## config.mk

```make
export PLATFORM = sky130hd
export DESIGN_NAME = adcseq_top
export DESIGN_NICKNAME = d
export VERILOG_FILES = /design/src/common/adcseq_pkg.sv /design/src/logic/adcseq_top.sv
export SDC_FILE = /design/constraint.sdc
export NUM_CORES = 1
export LEC_CHECK = 0
export BUFFER_PORTS_ARGS = -buffer_cell sky130_fd_sc_hd__buf_2
export CORE_UTILIZATION = 60
export DETAILED_ROUTE_END_ITERATION = 10
export GPL_TIMING_DRIVEN = 0
export PLACE_DENSITY_LB_ADDON = 0.1
export RECOVER_POWER = 25
export REMOVE_ABC_BUFFERS = 1
export SLEW_MARGIN = 20
export SYNTH_ARGS = -nofsm -noshare
export SYNTH_HDL_FRONTEND = slang
export SYNTH_SLANG_ARGS = --single-unit
```

## constraint.sdc

```tcl
create_clock -name CLK_SYS_I -period 4.6 [get_ports CLK_SYS_I]
set_input_delay 1.38 -clock CLK_SYS_I [delete_from_list [all_inputs] [get_ports CLK_SYS_I]]
set_output_delay 1.38 -clock CLK_SYS_I [all_outputs]
set_load 0.005 [all_outputs]
```

## src/common/adcseq_pkg.sv

```systemverilog
// Shared constants for the ADC conversion sequencer.
package adcseq_pkg;
    localparam int NUM_CH = 21;
    localparam int NUM_BIP = 16;
    localparam int RES_W = 12;
    localparam int DATA_W = 16;
    localparam int ADDR_W = 8;
    localparam int CH_W = 5;
    localparam int CNT_W = 14;
    //////////////////////////////////////////////////////////////////////////
    // Register offsets on the register port.
    localparam logic [7:0] OFF_CFG = 8'h00;
    localparam logic [7:0] OFF_MUX_LO = 8'h01;
    localparam logic [7:0] OFF_MUX_HI = 8'h02;
    localparam logic [7:0] OFF_CMD = 8'h03;
    localparam logic [7:0] OFF_STAT = 8'h04;
    localparam logic [7:0] OFF_DATA0 = 8'h20;
    // Field positions.
    localparam int CFG_REF_EN = 0;
    localparam int CFG_BUF_EN = 1;
    localparam int CFG_PWR_EN = 2;
    localparam int CFG_MODE = 3;
    localparam int CFG_RATE_LSB = 4;
    localparam int CFG_W = 6;
    localparam int MUX_LO_W = 16;
    localparam int CMD_START = 0;
    localparam int CMD_SRST = 1;
    localparam int STAT_BUSY = 0;
    localparam int STAT_ACTIVE = 1;
    localparam int STAT_CH_LSB = 8;
    // Reset values and codes.
    localparam logic [5:0] CFG_RST = 6'h00;
    localparam logic [20:0] MUX_RST = 21'h000000;
    localparam logic [11:0] DATA_RST = 12'h000;
    localparam logic [1:0] RATE_FAST = 2'h0;
    localparam logic [1:0] RATE_MID = 2'h1;
    localparam logic [1:0] RATE_SLOW = 2'h3;
    //////////////////////////////////////////////////////////////////////////
    // Timing: per-channel slot from single-channel throughput, rounded up.
    localparam int CLK_HZ = 200_000_000;
    localparam int RATE_87K_SPS = 87000;
    localparam int RATE_43K5_SPS = 43500;
    localparam int RATE_29K_SPS = 29000;
    localparam int RATE_14K5_SPS = 14500;
    localparam logic [13:0] SLOT_87K_CYC =
        14'((CLK_HZ + RATE_87K_SPS - 1) / RATE_87K_SPS);
    localparam logic [13:0] SLOT_43K5_CYC =
        14'((CLK_HZ + RATE_43K5_SPS - 1) / RATE_43K5_SPS);
    localparam logic [13:0] SLOT_29K_CYC =
        14'((CLK_HZ + RATE_29K_SPS - 1) / RATE_29K_SPS);
    localparam logic [13:0] SLOT_14K5_CYC =
        14'((CLK_HZ + RATE_14K5_SPS - 1) / RATE_14K5_SPS);
endpackage : adcseq_pkg

```

## src/logic/adcseq_top.sv

```systemverilog
// ADC conversion sequencer with register port and result store.
`timescale 1ns/1ps
// Function
// RQ1: Conversions run only with reference, reference buffer and power enabled.
// RQ2: Twenty-one channels, sixteen bipolar and five low-voltage, 12-bit results.
// RQ3: Only channels whose mask bit is set take part in a sweep.
// RQ4: Direct mode converts each enabled channel once, in order, then stops.
// RQ5: Host issues a fresh start before each read wanting new results.
// RQ6: Auto mode keeps sweeping the enabled channels without further commands.
// RQ7: Auto mode wraps from the last enabled channel to the first.
// RQ8: A start command during auto sweeping halts it.
// RQ9: Two-bit rate code sets slot time per bipolar and low-voltage channel.
// RQ10: Software reset returns every register and the sequencer to defaults.
// RQ11: Each finished conversion is stored in that channel's data register.
module adcseq_top
    import adcseq_pkg::*;
#(
    parameter logic [13:0] P_SLOT_43K5 = SLOT_43K5_CYC,
    parameter logic [13:0] P_SLOT_29K = SLOT_29K_CYC,
    parameter logic [13:0] P_SLOT_14K5 = SLOT_14K5_CYC
) (
    // Clock, reset and freeze
    input wire logic CLK_SYS_I,
    input wire logic SYS_RST_I,
    input wire logic CE_I,
    // Register port
    input wire logic [ADDR_W-1:0] REG_ADDR_I,
    input wire logic [DATA_W-1:0] REG_WDATA_I,
    input wire logic REG_WR_I,
    input wire logic REG_RD_I,
    output logic [DATA_W-1:0] REG_RDATA_O,
    // Converter core
    output logic ADC_ACTIVE_O,
    output logic ADC_START_O,
    output logic [CH_W-1:0] ADC_CHAN_O,
    input wire logic ADC_DONE_I,
    input wire logic [RES_W-1:0] ADC_DATA_I,
    // Status
    output logic SEQ_BUSY_O
);
    typedef enum logic [0:0] {S_IDLE, S_WAIT} adcseq_state_t;

    logic [CFG_W-1:0] cfg;
    logic [CFG_W-1:0] next_cfg;
    logic [NUM_CH-1:0] mask;
    logic [NUM_CH-1:0] next_mask;
    logic [RES_W-1:0] data_mem [NUM_CH];
    logic [RES_W-1:0] next_mem [NUM_CH];
    logic [DATA_W-1:0] next_rdata;
    adcseq_state_t seq_state;
    adcseq_state_t next_state;
    logic [CH_W-1:0] next_chan;
    logic [CNT_W-1:0] slot_cnt;
    logic [CNT_W-1:0] next_cnt;
    logic [CNT_W-1:0] slot_hold;
    logic [CNT_W-1:0] next_hold;
    logic [CNT_W-1:0] gap;
    logic [CNT_W-1:0] next_gap;
    logic got;
    logic next_got;
    logic next_start;
    logic next_active;
    logic next_busy;
    logic wr_cmd;
    logic go_cmd;
    logic soft_cmd;
    logic capture;
    logic adv;
    logic launch;
    logic [CH_W-1:0] launch_ch;
    logic [5:0] first_scan;
    logic [5:0] next_scan;
    logic first_hit;
    logic last_ch;
    logic [CH_W-1:0] rd_idx;
    logic [CH_W-1:0] chan_inc;

    // Lowest set mask bit at or above the given channel, with a hit flag.
    function automatic logic [5:0] scan_from(input logic [NUM_CH-1:0] m,
                                             input logic [CH_W-1:0] from);
        logic [5:0] r;
        r = 6'h00;
        for (int i = NUM_CH - 1; i >= 0; i--) begin
            if (m[i] && (i >= int'(from))) begin
                r = {1'b1, 5'(i)};
            end
        end
        return r;
    endfunction : scan_from

    // Slot length in clock cycles for one channel at the given rate code.
    function automatic logic [CNT_W-1:0] slot_len(input logic [CH_W-1:0] ch,
                                                  input logic [1:0] rate);
        logic [CNT_W-1:0] r;
        r = P_SLOT_29K;
        if (rate == RATE_SLOW) begin
            r = P_SLOT_14K5; // [RQ9]
        end else if (ch >= 5'(NUM_BIP)) begin
            case (rate) // [RQ9]
                RATE_FAST: r = SLOT_87K_CYC;
                RATE_MID: r = P_SLOT_43K5;
                default: r = P_SLOT_29K;
            endcase
        end
        return r;
    endfunction : slot_len

    ////////////////////////////////////////////////////////////////////////////
    // Decode and channel search.
    assign wr_cmd = REG_WR_I && (REG_ADDR_I == OFF_CMD);
    assign go_cmd = wr_cmd && REG_WDATA_I[CMD_START];
    assign soft_cmd = wr_cmd && REG_WDATA_I[CMD_SRST];
    assign capture = (seq_state == S_WAIT) && ADC_DONE_I && !got;
    assign adv = (seq_state == S_WAIT) && (slot_cnt == '0) && got;
    assign chan_inc = 5'(ADC_CHAN_O + 5'h01);
    assign first_scan = scan_from(mask, 5'h00); // [RQ3]
    assign next_scan = scan_from(mask, chan_inc); // [RQ3]
    assign first_hit = first_scan[5];
    assign last_ch = !next_scan[5];
    assign rd_idx = 5'(REG_ADDR_I - OFF_DATA0);

    ////////////////////////////////////////////////////////////////////////////
    // Register file.
    always_comb begin
        next_cfg = cfg;
        next_mask = mask;
        next_mem = data_mem;
        next_rdata = '0;
        if (REG_WR_I) begin
            case (REG_ADDR_I)
                OFF_CFG: next_cfg = REG_WDATA_I[CFG_W-1:0];
                OFF_MUX_LO: next_mask[MUX_LO_W-1:0] = REG_WDATA_I;
                OFF_MUX_HI: begin
                    next_mask[NUM_CH-1:MUX_LO_W] =
                        REG_WDATA_I[NUM_CH-MUX_LO_W-1:0];
                end
                default: ;
            endcase
        end
        if (capture) begin
            next_mem[ADC_CHAN_O] = ADC_DATA_I; // [RQ11]
        end
        if (REG_RD_I) begin
            case (REG_ADDR_I)
                OFF_CFG: next_rdata = 16'(cfg);
                OFF_MUX_LO: next_rdata = mask[MUX_LO_W-1:0];
                OFF_MUX_HI: next_rdata = 16'(mask[NUM_CH-1:MUX_LO_W]);
                OFF_STAT: begin
                    next_rdata[STAT_BUSY] = SEQ_BUSY_O;
                    next_rdata[STAT_ACTIVE] = ADC_ACTIVE_O;
                    next_rdata[STAT_CH_LSB +: CH_W] = ADC_CHAN_O;
                end
                default: begin
                    // Bound the full address so the data window never aliases.
                    if (REG_ADDR_I >= OFF_DATA0 &&
                        REG_ADDR_I < 8'(OFF_DATA0 + NUM_CH)) begin
                        next_rdata = 16'(data_mem[rd_idx]); // [RQ2]
                    end
                end
            endcase
        end
        if (soft_cmd) begin
            next_cfg = CFG_RST; // [RQ10]
            next_mask = MUX_RST;
            for (int i = 0; i < NUM_CH; i++) begin
                next_mem[i] = DATA_RST;
            end
        end
    end

    always_ff @(posedge CLK_SYS_I) begin
        if (SYS_RST_I) begin
            cfg <= CFG_RST;
            mask <= MUX_RST;
            REG_RDATA_O <= '0;
            for (int i = 0; i < NUM_CH; i++) begin
                data_mem[i] <= DATA_RST;
            end
        end else if (CE_I) begin
            cfg <= next_cfg;
            mask <= next_mask;
            REG_RDATA_O <= next_rdata;
            data_mem <= next_mem;
        end
    end

    ////////////////////////////////////////////////////////////////////////////
    // Sweep sequencer. A direct-mode start while busy is ignored; only an
    // auto sweep can be halted, since a direct sweep ends by itself.
    always_comb begin
        next_state = seq_state;
        next_chan = ADC_CHAN_O;
        next_cnt = slot_cnt;
        next_hold = slot_hold;
        next_got = got || capture;
        next_start = 1'b0;
        next_active = &cfg[CFG_PWR_EN:CFG_REF_EN]; // [RQ1]
        next_gap = ADC_START_O ? 14'h0001 :
                   ((gap == '1) ? gap : 14'(gap + 14'h0001));
        launch = 1'b0;
        launch_ch = first_scan[CH_W-1:0];
        if (seq_state == S_WAIT && slot_cnt != '0) begin
            next_cnt = 14'(slot_cnt - 14'h0001);
        end
        if (soft_cmd) begin
            next_state = S_IDLE; // [RQ10]
            next_chan = '0;
            next_cnt = '0;
            next_got = 1'b0;
            next_active = 1'b0;
        end else if (!ADC_ACTIVE_O) begin
            next_state = S_IDLE; // [RQ1]
        end else if (go_cmd && seq_state == S_WAIT && cfg[CFG_MODE]) begin
            next_state = S_IDLE; // [RQ8]
        end else if (go_cmd && seq_state == S_IDLE) begin
            launch = first_hit; // [RQ4]
        end else if (adv) begin
            if (!last_ch) begin
                launch = 1'b1; // [RQ4]
                launch_ch = next_scan[CH_W-1:0];
            end else if (cfg[CFG_MODE] && first_hit) begin
                launch = 1'b1; // [RQ6] [RQ7]
            end else begin
                next_state = S_IDLE; // [RQ4]
            end
        end
        if (launch) begin
            next_state = S_WAIT;
            next_chan = launch_ch;
            next_cnt = 14'(slot_len(launch_ch,
                cfg[CFG_RATE_LSB +: 2]) - 14'h0001); // [RQ9]
            next_hold = next_cnt;
            next_got = 1'b0;
            next_start = 1'b1;
        end
        next_busy = (next_state == S_WAIT);
    end

    always_ff @(posedge CLK_SYS_I) begin
        if (SYS_RST_I) begin
            seq_state <= S_IDLE;
            ADC_CHAN_O <= '0;
            slot_cnt <= '0;
            slot_hold <= '0;
            gap <= '0;
            got <= 1'b0;
            ADC_START_O <= 1'b0;
            ADC_ACTIVE_O <= 1'b0;
            SEQ_BUSY_O <= 1'b0;
        end else if (CE_I) begin
            seq_state <= next_state;
            ADC_CHAN_O <= next_chan;
            slot_cnt <= next_cnt;
            slot_hold <= next_hold;
            gap <= next_gap;
            got <= next_got;
            ADC_START_O <= next_start;
            ADC_ACTIVE_O <= next_active;
            SEQ_BUSY_O <= next_busy;
        end
    end
endmodule : adcseq_top

```

==> results of run 1 <==
## synthesized netlist by cell type (4+ instances only)
library cell  count  area share
a211oi_1          9      0.0045
a21oi_1          61       0.020
a21oi_2           4      0.0023
a221o_1           4      0.0027
a222oi_1         10      0.0067
a22o_1            9      0.0053
a22oi_1         267        0.13
a31o_2            5      0.0029
a31oi_1          15      0.0063
and2_1           20      0.0084
and3_1            6      0.0025
buf_1             7      0.0018
buf_2            11      0.0037
clkbuf_1        138       0.035
dfxtp_1         318        0.43
ha_1              7      0.0059
inv_1            20      0.0050
mux2i_1          18       0.012
mux4_2           72        0.11
nand2_1          67       0.017
nand2b_1         10      0.0042
nand3_1          27      0.0090
nand4_1           7      0.0029
nor2_1          343       0.086
nor2b_1          10      0.0042
nor3_1           20      0.0067
nor3b_1           4      0.0020
nor4_1            7      0.0029
o211ai_1          6      0.0030
o21ai_0          51       0.017
o31ai_1           6      0.0030
or2_2             5      0.0021
or3_1             4      0.0017
or4_1             4      0.0020
## metal layers
layer,track usage,part of all wire,vias up
li1,-,-,6036
met1,0.474,0.40,6425
met2,0.579,0.48,685
met3,0.0509,0.082,111
met4,0.158,0.040,0
met5,0,0,-
## through the flow
step           hold slack (ns)  TNS (ns)
6_report                 0.459         0
5_1_grt                  0.488  -0.00931
4_1_cts                  0.458         0
3_5_place_dp             0.449   -224.52
3_3_place_gp             0.446   -844.34
2_1_floorplan            0.451         0
## sequential cells by signal, summed over array words and instances (netlist names)
name,flops
ADC_ACTIVE_O,1
slot_cnt,14
seq_state,1
REG_RDATA_O,16
got,1
mask,21
data_mem,252
cfg,6
ADC_CHAN_O,5
ADC_START_O,1
## cell type report
class                      instances  area [um^2]
inverter                          20         75.1
fill                            1992         7820
tap                              324          405
clock inverter                     8         93.8
multi-input combinational       1148         8000
clock buffer                      51         1030
timing repair buffer              91          599
sequential                       318         6370
## kinds of logic after synthesis
kind of cell             synth area share
AND/OR/NAND/NOR                     0.164
AO/OA/AOI/OAI                       0.234
flip-flops                          0.426
buffers and inverters              0.0459
multiplexers                        0.121
adder cells (fa/ha/maj)           0.00653
XOR/XNOR                          0.00293
## worst max-delay path by stage
| stage | startpoint | to |
|---|---|---|
| 2_1_floorplan | REG_ADDR_I[5] | slot_cnt[12]$_SDFFE_PP0P_ |
| 3_3_place_gp | REG_ADDR_I[0] | data_mem[239]$_SDFFE_PP0P_ |
| 3_5_place_dp | REG_ADDR_I[4] | data_mem[154]$_SDFFE_PP0P_ |
| 4_1_cts | ADC_CHAN_O[1]$_SDFFE_PP0P_ | slot_cnt[2]$_SDFFE_PP0P_ |
| 5_1_grt | REG_ADDR_I[4] | slot_cnt[12]$_SDFFE_PP0P_ |
| 6_report | REG_ADDR_I[4] | slot_cnt[12]$_SDFFE_PP0P_ |
## where the power goes
group          internal, W  switching [W]  total (W)
logic            0.0000594       0.000129   0.000188
clock network      0.00161        0.00113    0.00274
registers          0.00275    0.000000793    0.00275
## repair_timing
item	in CTS	in global routing
resized for setup	19	8
cloned	0	0
endpoints found under the setup margin	271	251
## tightest hold or removal path: stages, from the launching register on
cell and delay [ns]:
dfxtp_1 0.31, nand2_1 0.06, a21oi_1 0.05
==> impl_metrics.csv, run 1 <==
group,metric,value,unit
timing,fin_crit,4.49,ns
setup_path,end_kind,"flip-flop",
hold_path,hold_depth,2,
setup_path,cpPeakStageDelay,0.63,ns
floorplan,rows,57,
routing,ant_nets,0,
clock_tree,clk_pin_slew_worst_paths,0.06,ns
finish,design_area,16600,um^2
pwr,p_leak,5.77,nW
timing,fin_crit_sh,0.977,
clock_tree,clockRootBuffer,"clkbuf_16",
floorplan,start_util,0.613,
routing,drt_pre_antenna_iters,6,
setup_path,critical_path_depth,10,
setup_path,reg2reg_slack,0.35,ns
setup_path,critical_path.max_fanout,32,
yosys,async_flop_share,0,
setup_path,required,5.07,ns
finish,mostFrequentLayoutCells,"nor2_1 (342), dfxtp_1 (316), a22oi_1 (267), mux4_2 (72), nand2_1 (66)",
finish,utilization,0.679,
timing,layout_setup_ws,0.107,ns
floorplan,coreArea,24400,um^2
yosys,avgSynthCellArea,9.10,um^2
setup_path,crit_type,"input port to flip-flop",
yosys,synth_warnings,0,
clock_tree,cts_tree,"done",
finish,fin_cells,1960,
global_route,grt_pass1_vias,12300,
timing,rsz0062_at_grt,"true",
global_route,antenna_found_initial,0,
placed_design,pre_cts_slack,-1.01,ns
setup_path,r2r_cells,9,
global_route,grt_max_degree,118,
setup_path,crit_slowest_cell,"or4_4",
setup_path,r2r_start,"ADC_CHAN_O[2]$_SDFFE_PP0P_",
timing,skew,0.0112,ns
clock_tree,ctsHtreeMaxLevel,2,
hold_path,worstHoldPathType,"flip-flop to flip-flop",
placed_design,dp_cells,1901,
yosys,postSynthCellCount,1643,
routing,drcViolationCount,0,
routing,drt_iter0_markers,1769,
clock_tree,clk_latency,0.52,ns
global_route,grt_overflow,0,
run_status,outcome,"completed",
finish,fin_nets,1662,
timing,worst_pin_slew,1.14,ns
setup_path,path_cells,"buf_2 -> or4_4 -> or3_1 -> nor2_2 -> and2_4 -> a211oi_1 -> a31oi_2 -> nand2_1 -> a211o_1 -> nand2_1",
clock_tree,cts_setup_buffers,0,
setup_path,arrival,4.96,ns
clock_tree,cts_hold_buf,0,
setup_path,cpLargestDelayFamily,"simple AND/OR/NAND/NOR gates",
placed_design,port_buffers,65,
setup_path,r2r_end,"slot_cnt[9]$_SDFFE_PP0P_",
routing,post_drt_wl_per_cell,23.5,um
yosys,ys_seq_area_frac,0.426,
clock_tree,clockBufferDepth,3,
clock_tree,cts_sinks,318,
run,max-cap-violations,0,
timing,max_clock_freq,223,MHz
timing,hold_viol,0,
routing,vias,13300,
floorplan,dieArea,25600,um^2
routing,vias_per_cell,6.76,
global_route,grt_usage,0.356,
hold_path,min_to,"REG_RDATA_O[14]$_SDFFE_PP0P_",
timing,setup_viol,0,
setup_path,start_kind,"input port",
global_route,grt_pass1_wl,71100,um
timing,final_max_slew_viol_count,0,
yosys,synth_ff_type,"dfxtp_1",
placed_design,dpl.hpwl,29500,um
floorplan,io_pins,66,
finish,area_growth,10.8,%
yosys,synth_seq_cells,318,
setup_path,crit_top_cell,"nand2_1",
clock_tree,numCtsBuffers,34,
setup_path,critPathBufInv,1,
yosys,yosysUniqueCellTypes,79,
floorplan,die_y,160,um
pwr,ir_drop,0.000322,V
routing,routed_wl,46100,um
placed_design,gp_congestion,0.987,
hold_path,min_from,"REG_RDATA_O[14]$_SDFFE_PP0P_",
pwr,power_per_cell_area,343,nW/um^2
timing,slew_headroom,0.235,
floorplan,die_w,160,um
pwr,total_power,0.00569,W
yosys,synthesis.area,15000,um^2
finish,diodes,0,
finish,final_common_cell,"nor2_1",
yosys,synth_edf_count,0,
finish,drive_gt1_frac,0.158,
placed_design,place_area,15400,um^2
Power figures use the tool's default switching activity.
==> run 2: changes to the inputs <==
--- a/config.mk
+++ b/config.mk
@@ -5,6 +5,7 @@
 export SDC_FILE = /design/constraint.sdc
 export NUM_CORES = 1
 export LEC_CHECK = 0
+export ABC_AREA = 1
 export BUFFER_PORTS_ARGS = -buffer_cell sky130_fd_sc_hd__buf_2
 export CORE_UTILIZATION = 60
 export DETAILED_ROUTE_END_ITERATION = 10
==> run 2 against run 1 <==
  * Critical path depth up 4
  * Maximum frequency up 0.73%
  * Setup slack better by 0.032 ns
  * Sequential cell count unchanged
  * Total power up 6.5%
  * Wire length up 1.5%
  * Global-route usage about the same
  * Largest cell class unchanged
  * Largest power group is now clock
==> impl_metrics.csv, run 2 <==
group,metric,value,unit
run_status,outcome,"completed",
hold_path,worstHoldPathType,"flip-flop to flip-flop",
hold_path,hold_depth,2,
floorplan,rows,57,
global_route,grt_max_degree,132,
floorplan,dieArea,25600,um^2
timing,rsz0062_at_grt,"false",
routing,drcViolationCount,0,
routing,ant_nets,0,
routing,post_drt_wl_per_cell,18.8,um
finish,diodes,0,
setup_path,arrival,4.90,ns
timing,setup_viol,0,
setup_path,crit_type,"input port to flip-flop",
yosys,synthTopCellsByCount,"nand2_1 (689), a21oi_1 (322), dfxtp_1 (318), nor2_1 (114), o22ai_1 (107)",
setup_path,path_cells,"buf_2 -> nor2_4 -> inv_1 -> nor2_2 -> nand3_1 -> nor2_4 -> nand2_1 -> o21ai_4 -> clkinvlp_4 -> buf_4 -> nor2_1 -> buf_6 -> nand2_1 -> a21oi_1",
timing,fin_crit_sh,0.970,
yosys,async_flop_share,0,
clock_tree,ctsHtreeMaxLevel,2,
pwr,power_per_cell_area,362,nW/um^2
clock_tree,clockRootBuffer,"clkbuf_16",
routing,vias_per_cell,6.10,
yosys,synth_seq_cells,318,
hold_path,min_to,"data_mem[170]$_SDFFE_PP0P_",
yosys,synth_edf_count,0,
clock_tree,cts_sinks,318,
finish,largest_register_ffs,252,
yosys,yosys.area.top_type,"dfxtp_1",
finish,utilization,0.686,
finish,final_common_cell,"nand2_1",
placed_design,gp_congestion,0.975,
routing,drt_pre_antenna_iters,6,
setup_path,reg2reg_slack,0.41,ns
setup_path,r2r_end,"slot_cnt[1]$_SDFFE_PP0P_",
floorplan,start_util,0.614,
finish,reg_top3,"data_mem (252), mask (21), REG_RDATA_O (16)",
pwr,p_int,0.00469,W
finish,mostFrequentLayoutCells,"nand2_1 (689), a21oi_1 (321), dfxtp_1 (318), o22ai_1 (107), nor2_1 (100)",
yosys,yosys.cell_count.top_type,"nand2_1",
global_route,antenna_found_initial,0,
finish,top_register,"data_mem",
routing,vias,15100,
timing,fin_crit,4.46,ns
setup_path,start_kind,"input port",
timing,hold_viol,0,
floorplan,coreArea,24400,um^2
setup_path,end_kind,"flip-flop",
timing,timing.hold.ws,0.463,ns
timing,slew_headroom,0.271,
yosys,avgSynthCellArea,6.96,um^2
floorplan,io_pins,66,
global_route,grt_usage,0.356,
clock_tree,numCtsBuffers,36,
yosys,synthesis.area,15000,um^2
yosys,synth_ff_type,"dfxtp_1",
floorplan,die_y,160,um
yosys,yosysUniqueCellTypes,51,
placed_design,pre_cts_slack,-0.978,ns
routing,routed_wl,46800,um
clock_tree,clk_latency,0.52,ns
clock_tree,clk_pin_slew_worst_paths,0.06,ns
finish,fin_nets,2183,
setup_path,crit_slowest_cell,"nor2_1",
hold_path,min_from,"data_mem[170]$_SDFFE_PP0P_",
global_route,grt_overflow,0,
pwr,seqPwrFrac,0.455,
timing,skew,0.0227,ns
floorplan,die_w,160,um
pwr,combinationalPowerShare,0.047,
run,max-cap-violations,0,
setup_path,r2r_start,"ADC_CHAN_O[0]$_SDFFE_PP0P_",
global_route,grt_pass1_vias,13500,
setup_path,cpPeakStageDelay,0.51,ns
timing,layout_setup_ws,0.139,ns
pwr,p_leak,5.88,nW
yosys,postSynthCellCount,2152,
clock_tree,cts_tree,"done",
placed_design,dpl.hpwl,30300,um
setup_path,r2r_cells,26,
timing,worst_pin_slew,1.09,ns
timing,max_clock_freq,224,MHz
finish,drive_gt1_frac,0.106,
finish,area_growth,11.7,%
setup_path,required,5.04,ns
pwr,swShare,0.226,
global_route,grt_pass1_wl,72800,um
yosys,ys_seq_area_frac,0.425,
yosys,synth_top_area_frac,0.425,
timing,final_max_slew_viol_count,0,
setup_path,critical_path.max_fanout,22,
pwr,power.switching,0.00137,W
yosys,synth_area_leaders,"dfxtp_1 (43%), nand2_1 (17%), a21oi_1 (11%)",
placed_design,port_buffers,65,
routing,drt_iter0_markers,1669,
pwr,power.share.clock,0.498,
clock_tree,clockBufferDepth,3,
pwr,ir_drop,0.000317,V
yosys,synth_warnings,0,
-- run 2: cell count changes after synthesis, moves of 20 or more --
cell      change
a22oi_1     -263
clkbuf_1     -45
inv_1        +76
a21oi_1     +261
and2_1       -20
buf_2        +20
nand2_1     +622
mux4_2       -72
o22ai_1     +106
nand3_1      +26
nor2_1      -229
o21ai_0      +49
-- run 2: cell type report --
class,count,area [um^2]
clock inverters,14,198
multi-input cells,1563,7520
repair buffers,99,707
fillers,2189,7670
flip-flops and latches,318,6370
repair inverters,1,7.51
clock buffers,50,1070
inverters,115,455
well taps,324,405
-- run 2: power groups by stage --
stage / clock, W / combinational [W] / sequential, W
2_1_floorplan: 0 / 0.000123 / 0.00282
3_3_place_gp: 0 / 0.000255 / 0.00282
3_5_place_dp: 0 / 0.000268 / 0.00282
4_1_cts: 0.00304 / 0.000271 / 0.00276
5_1_grt: 0.00314 / 0.000298 / 0.00276
6_report: 0.00302 / 0.000282 / 0.00276
-- run 2: stage by stage --
stage | power [W] | cell area [um^2] | setup TNS [ns] | instances
finish | 0.00606 | 16700 | 0 | 2484
global route | 0.00620 | 16700 | 0 | 2484
CTS | 0.00606 | 16700 | 0 | 2481
detailed placement | 0.00309 | 15400 | -174.47 | 2416
global placement | 0.00307 | 15000 | -1032.34 | 2385
floorplan | 0.00294 | 14300 | -78.79 | 1996
-- run 2: timing repair --
item / in CTS / in global routing
gates resized for setup: 3 / 9
hold buffers: 0 / 0
pin swaps: 0 / 1
cloned: 0 / 1
endpoints found under the setup margin: 207 / 266
setup buffers: 1 / 2
-- run 2: worst max-delay path by stage --
stage | cells past startpoint | slack (ns) | start | to
CTS | 14 | 0.003 | REG_ADDR_I[2] | data_mem[36]$_SDFFE_PP0P_
global placement | 6 | -3.99 | SYS_RST_I | ADC_CHAN_O[4]$_SDFFE_PP0P_
detailed placement | 11 | -0.98 | REG_ADDR_I[1] | data_mem[133]$_SDFFE_PP0P_
global route | 26 | 0.06 | ADC_CHAN_O[0]$_SDFFE_PP0P_ | slot_cnt[1]$_SDFFE_PP0P_
floorplan | 10 | -0.34 | REG_ADDR_I[0] | data_mem[0]$_SDFFE_PP0P_
finish | 14 | 0.14 | REG_ADDR_I[2] | data_mem[201]$_SDFFE_PP0P_
-- run 2: cell families (layout without fill, tap and decap cells) --
| family | count (synthesis) | in the layout | share of synthesized area |
|---|---|---|---|
| simple gates | 925 | 925 | 0.252 |
| compound gates | 623 | 623 | 0.234 |
| buf+inv | 271 | 279 | 0.0781 |
| xor+xnor | 8 | 8 | 0.00468 |
| flops | 318 | 318 | 0.425 |
| fa+ha+maj | 7 | 7 | 0.00585 |
-- run 2: critical path: cells and delay by family --
kind                   cells  cell delay, ns
AND/OR/NAND/NOR            7            1.84
buffers and inverters      5            1.14
AO/OA/AOI/OAI              2            0.46
-- run 2: routing by layer --
metal  vias to the layer above  global-route usage  routed length (um)
li1                       7190                   -                   -
met1                      7088               0.510               20100
met2                       770               0.537               20500
met3                        98              0.0574                4580
met4                         0               0.136                1600
met5                         -                   0                   0
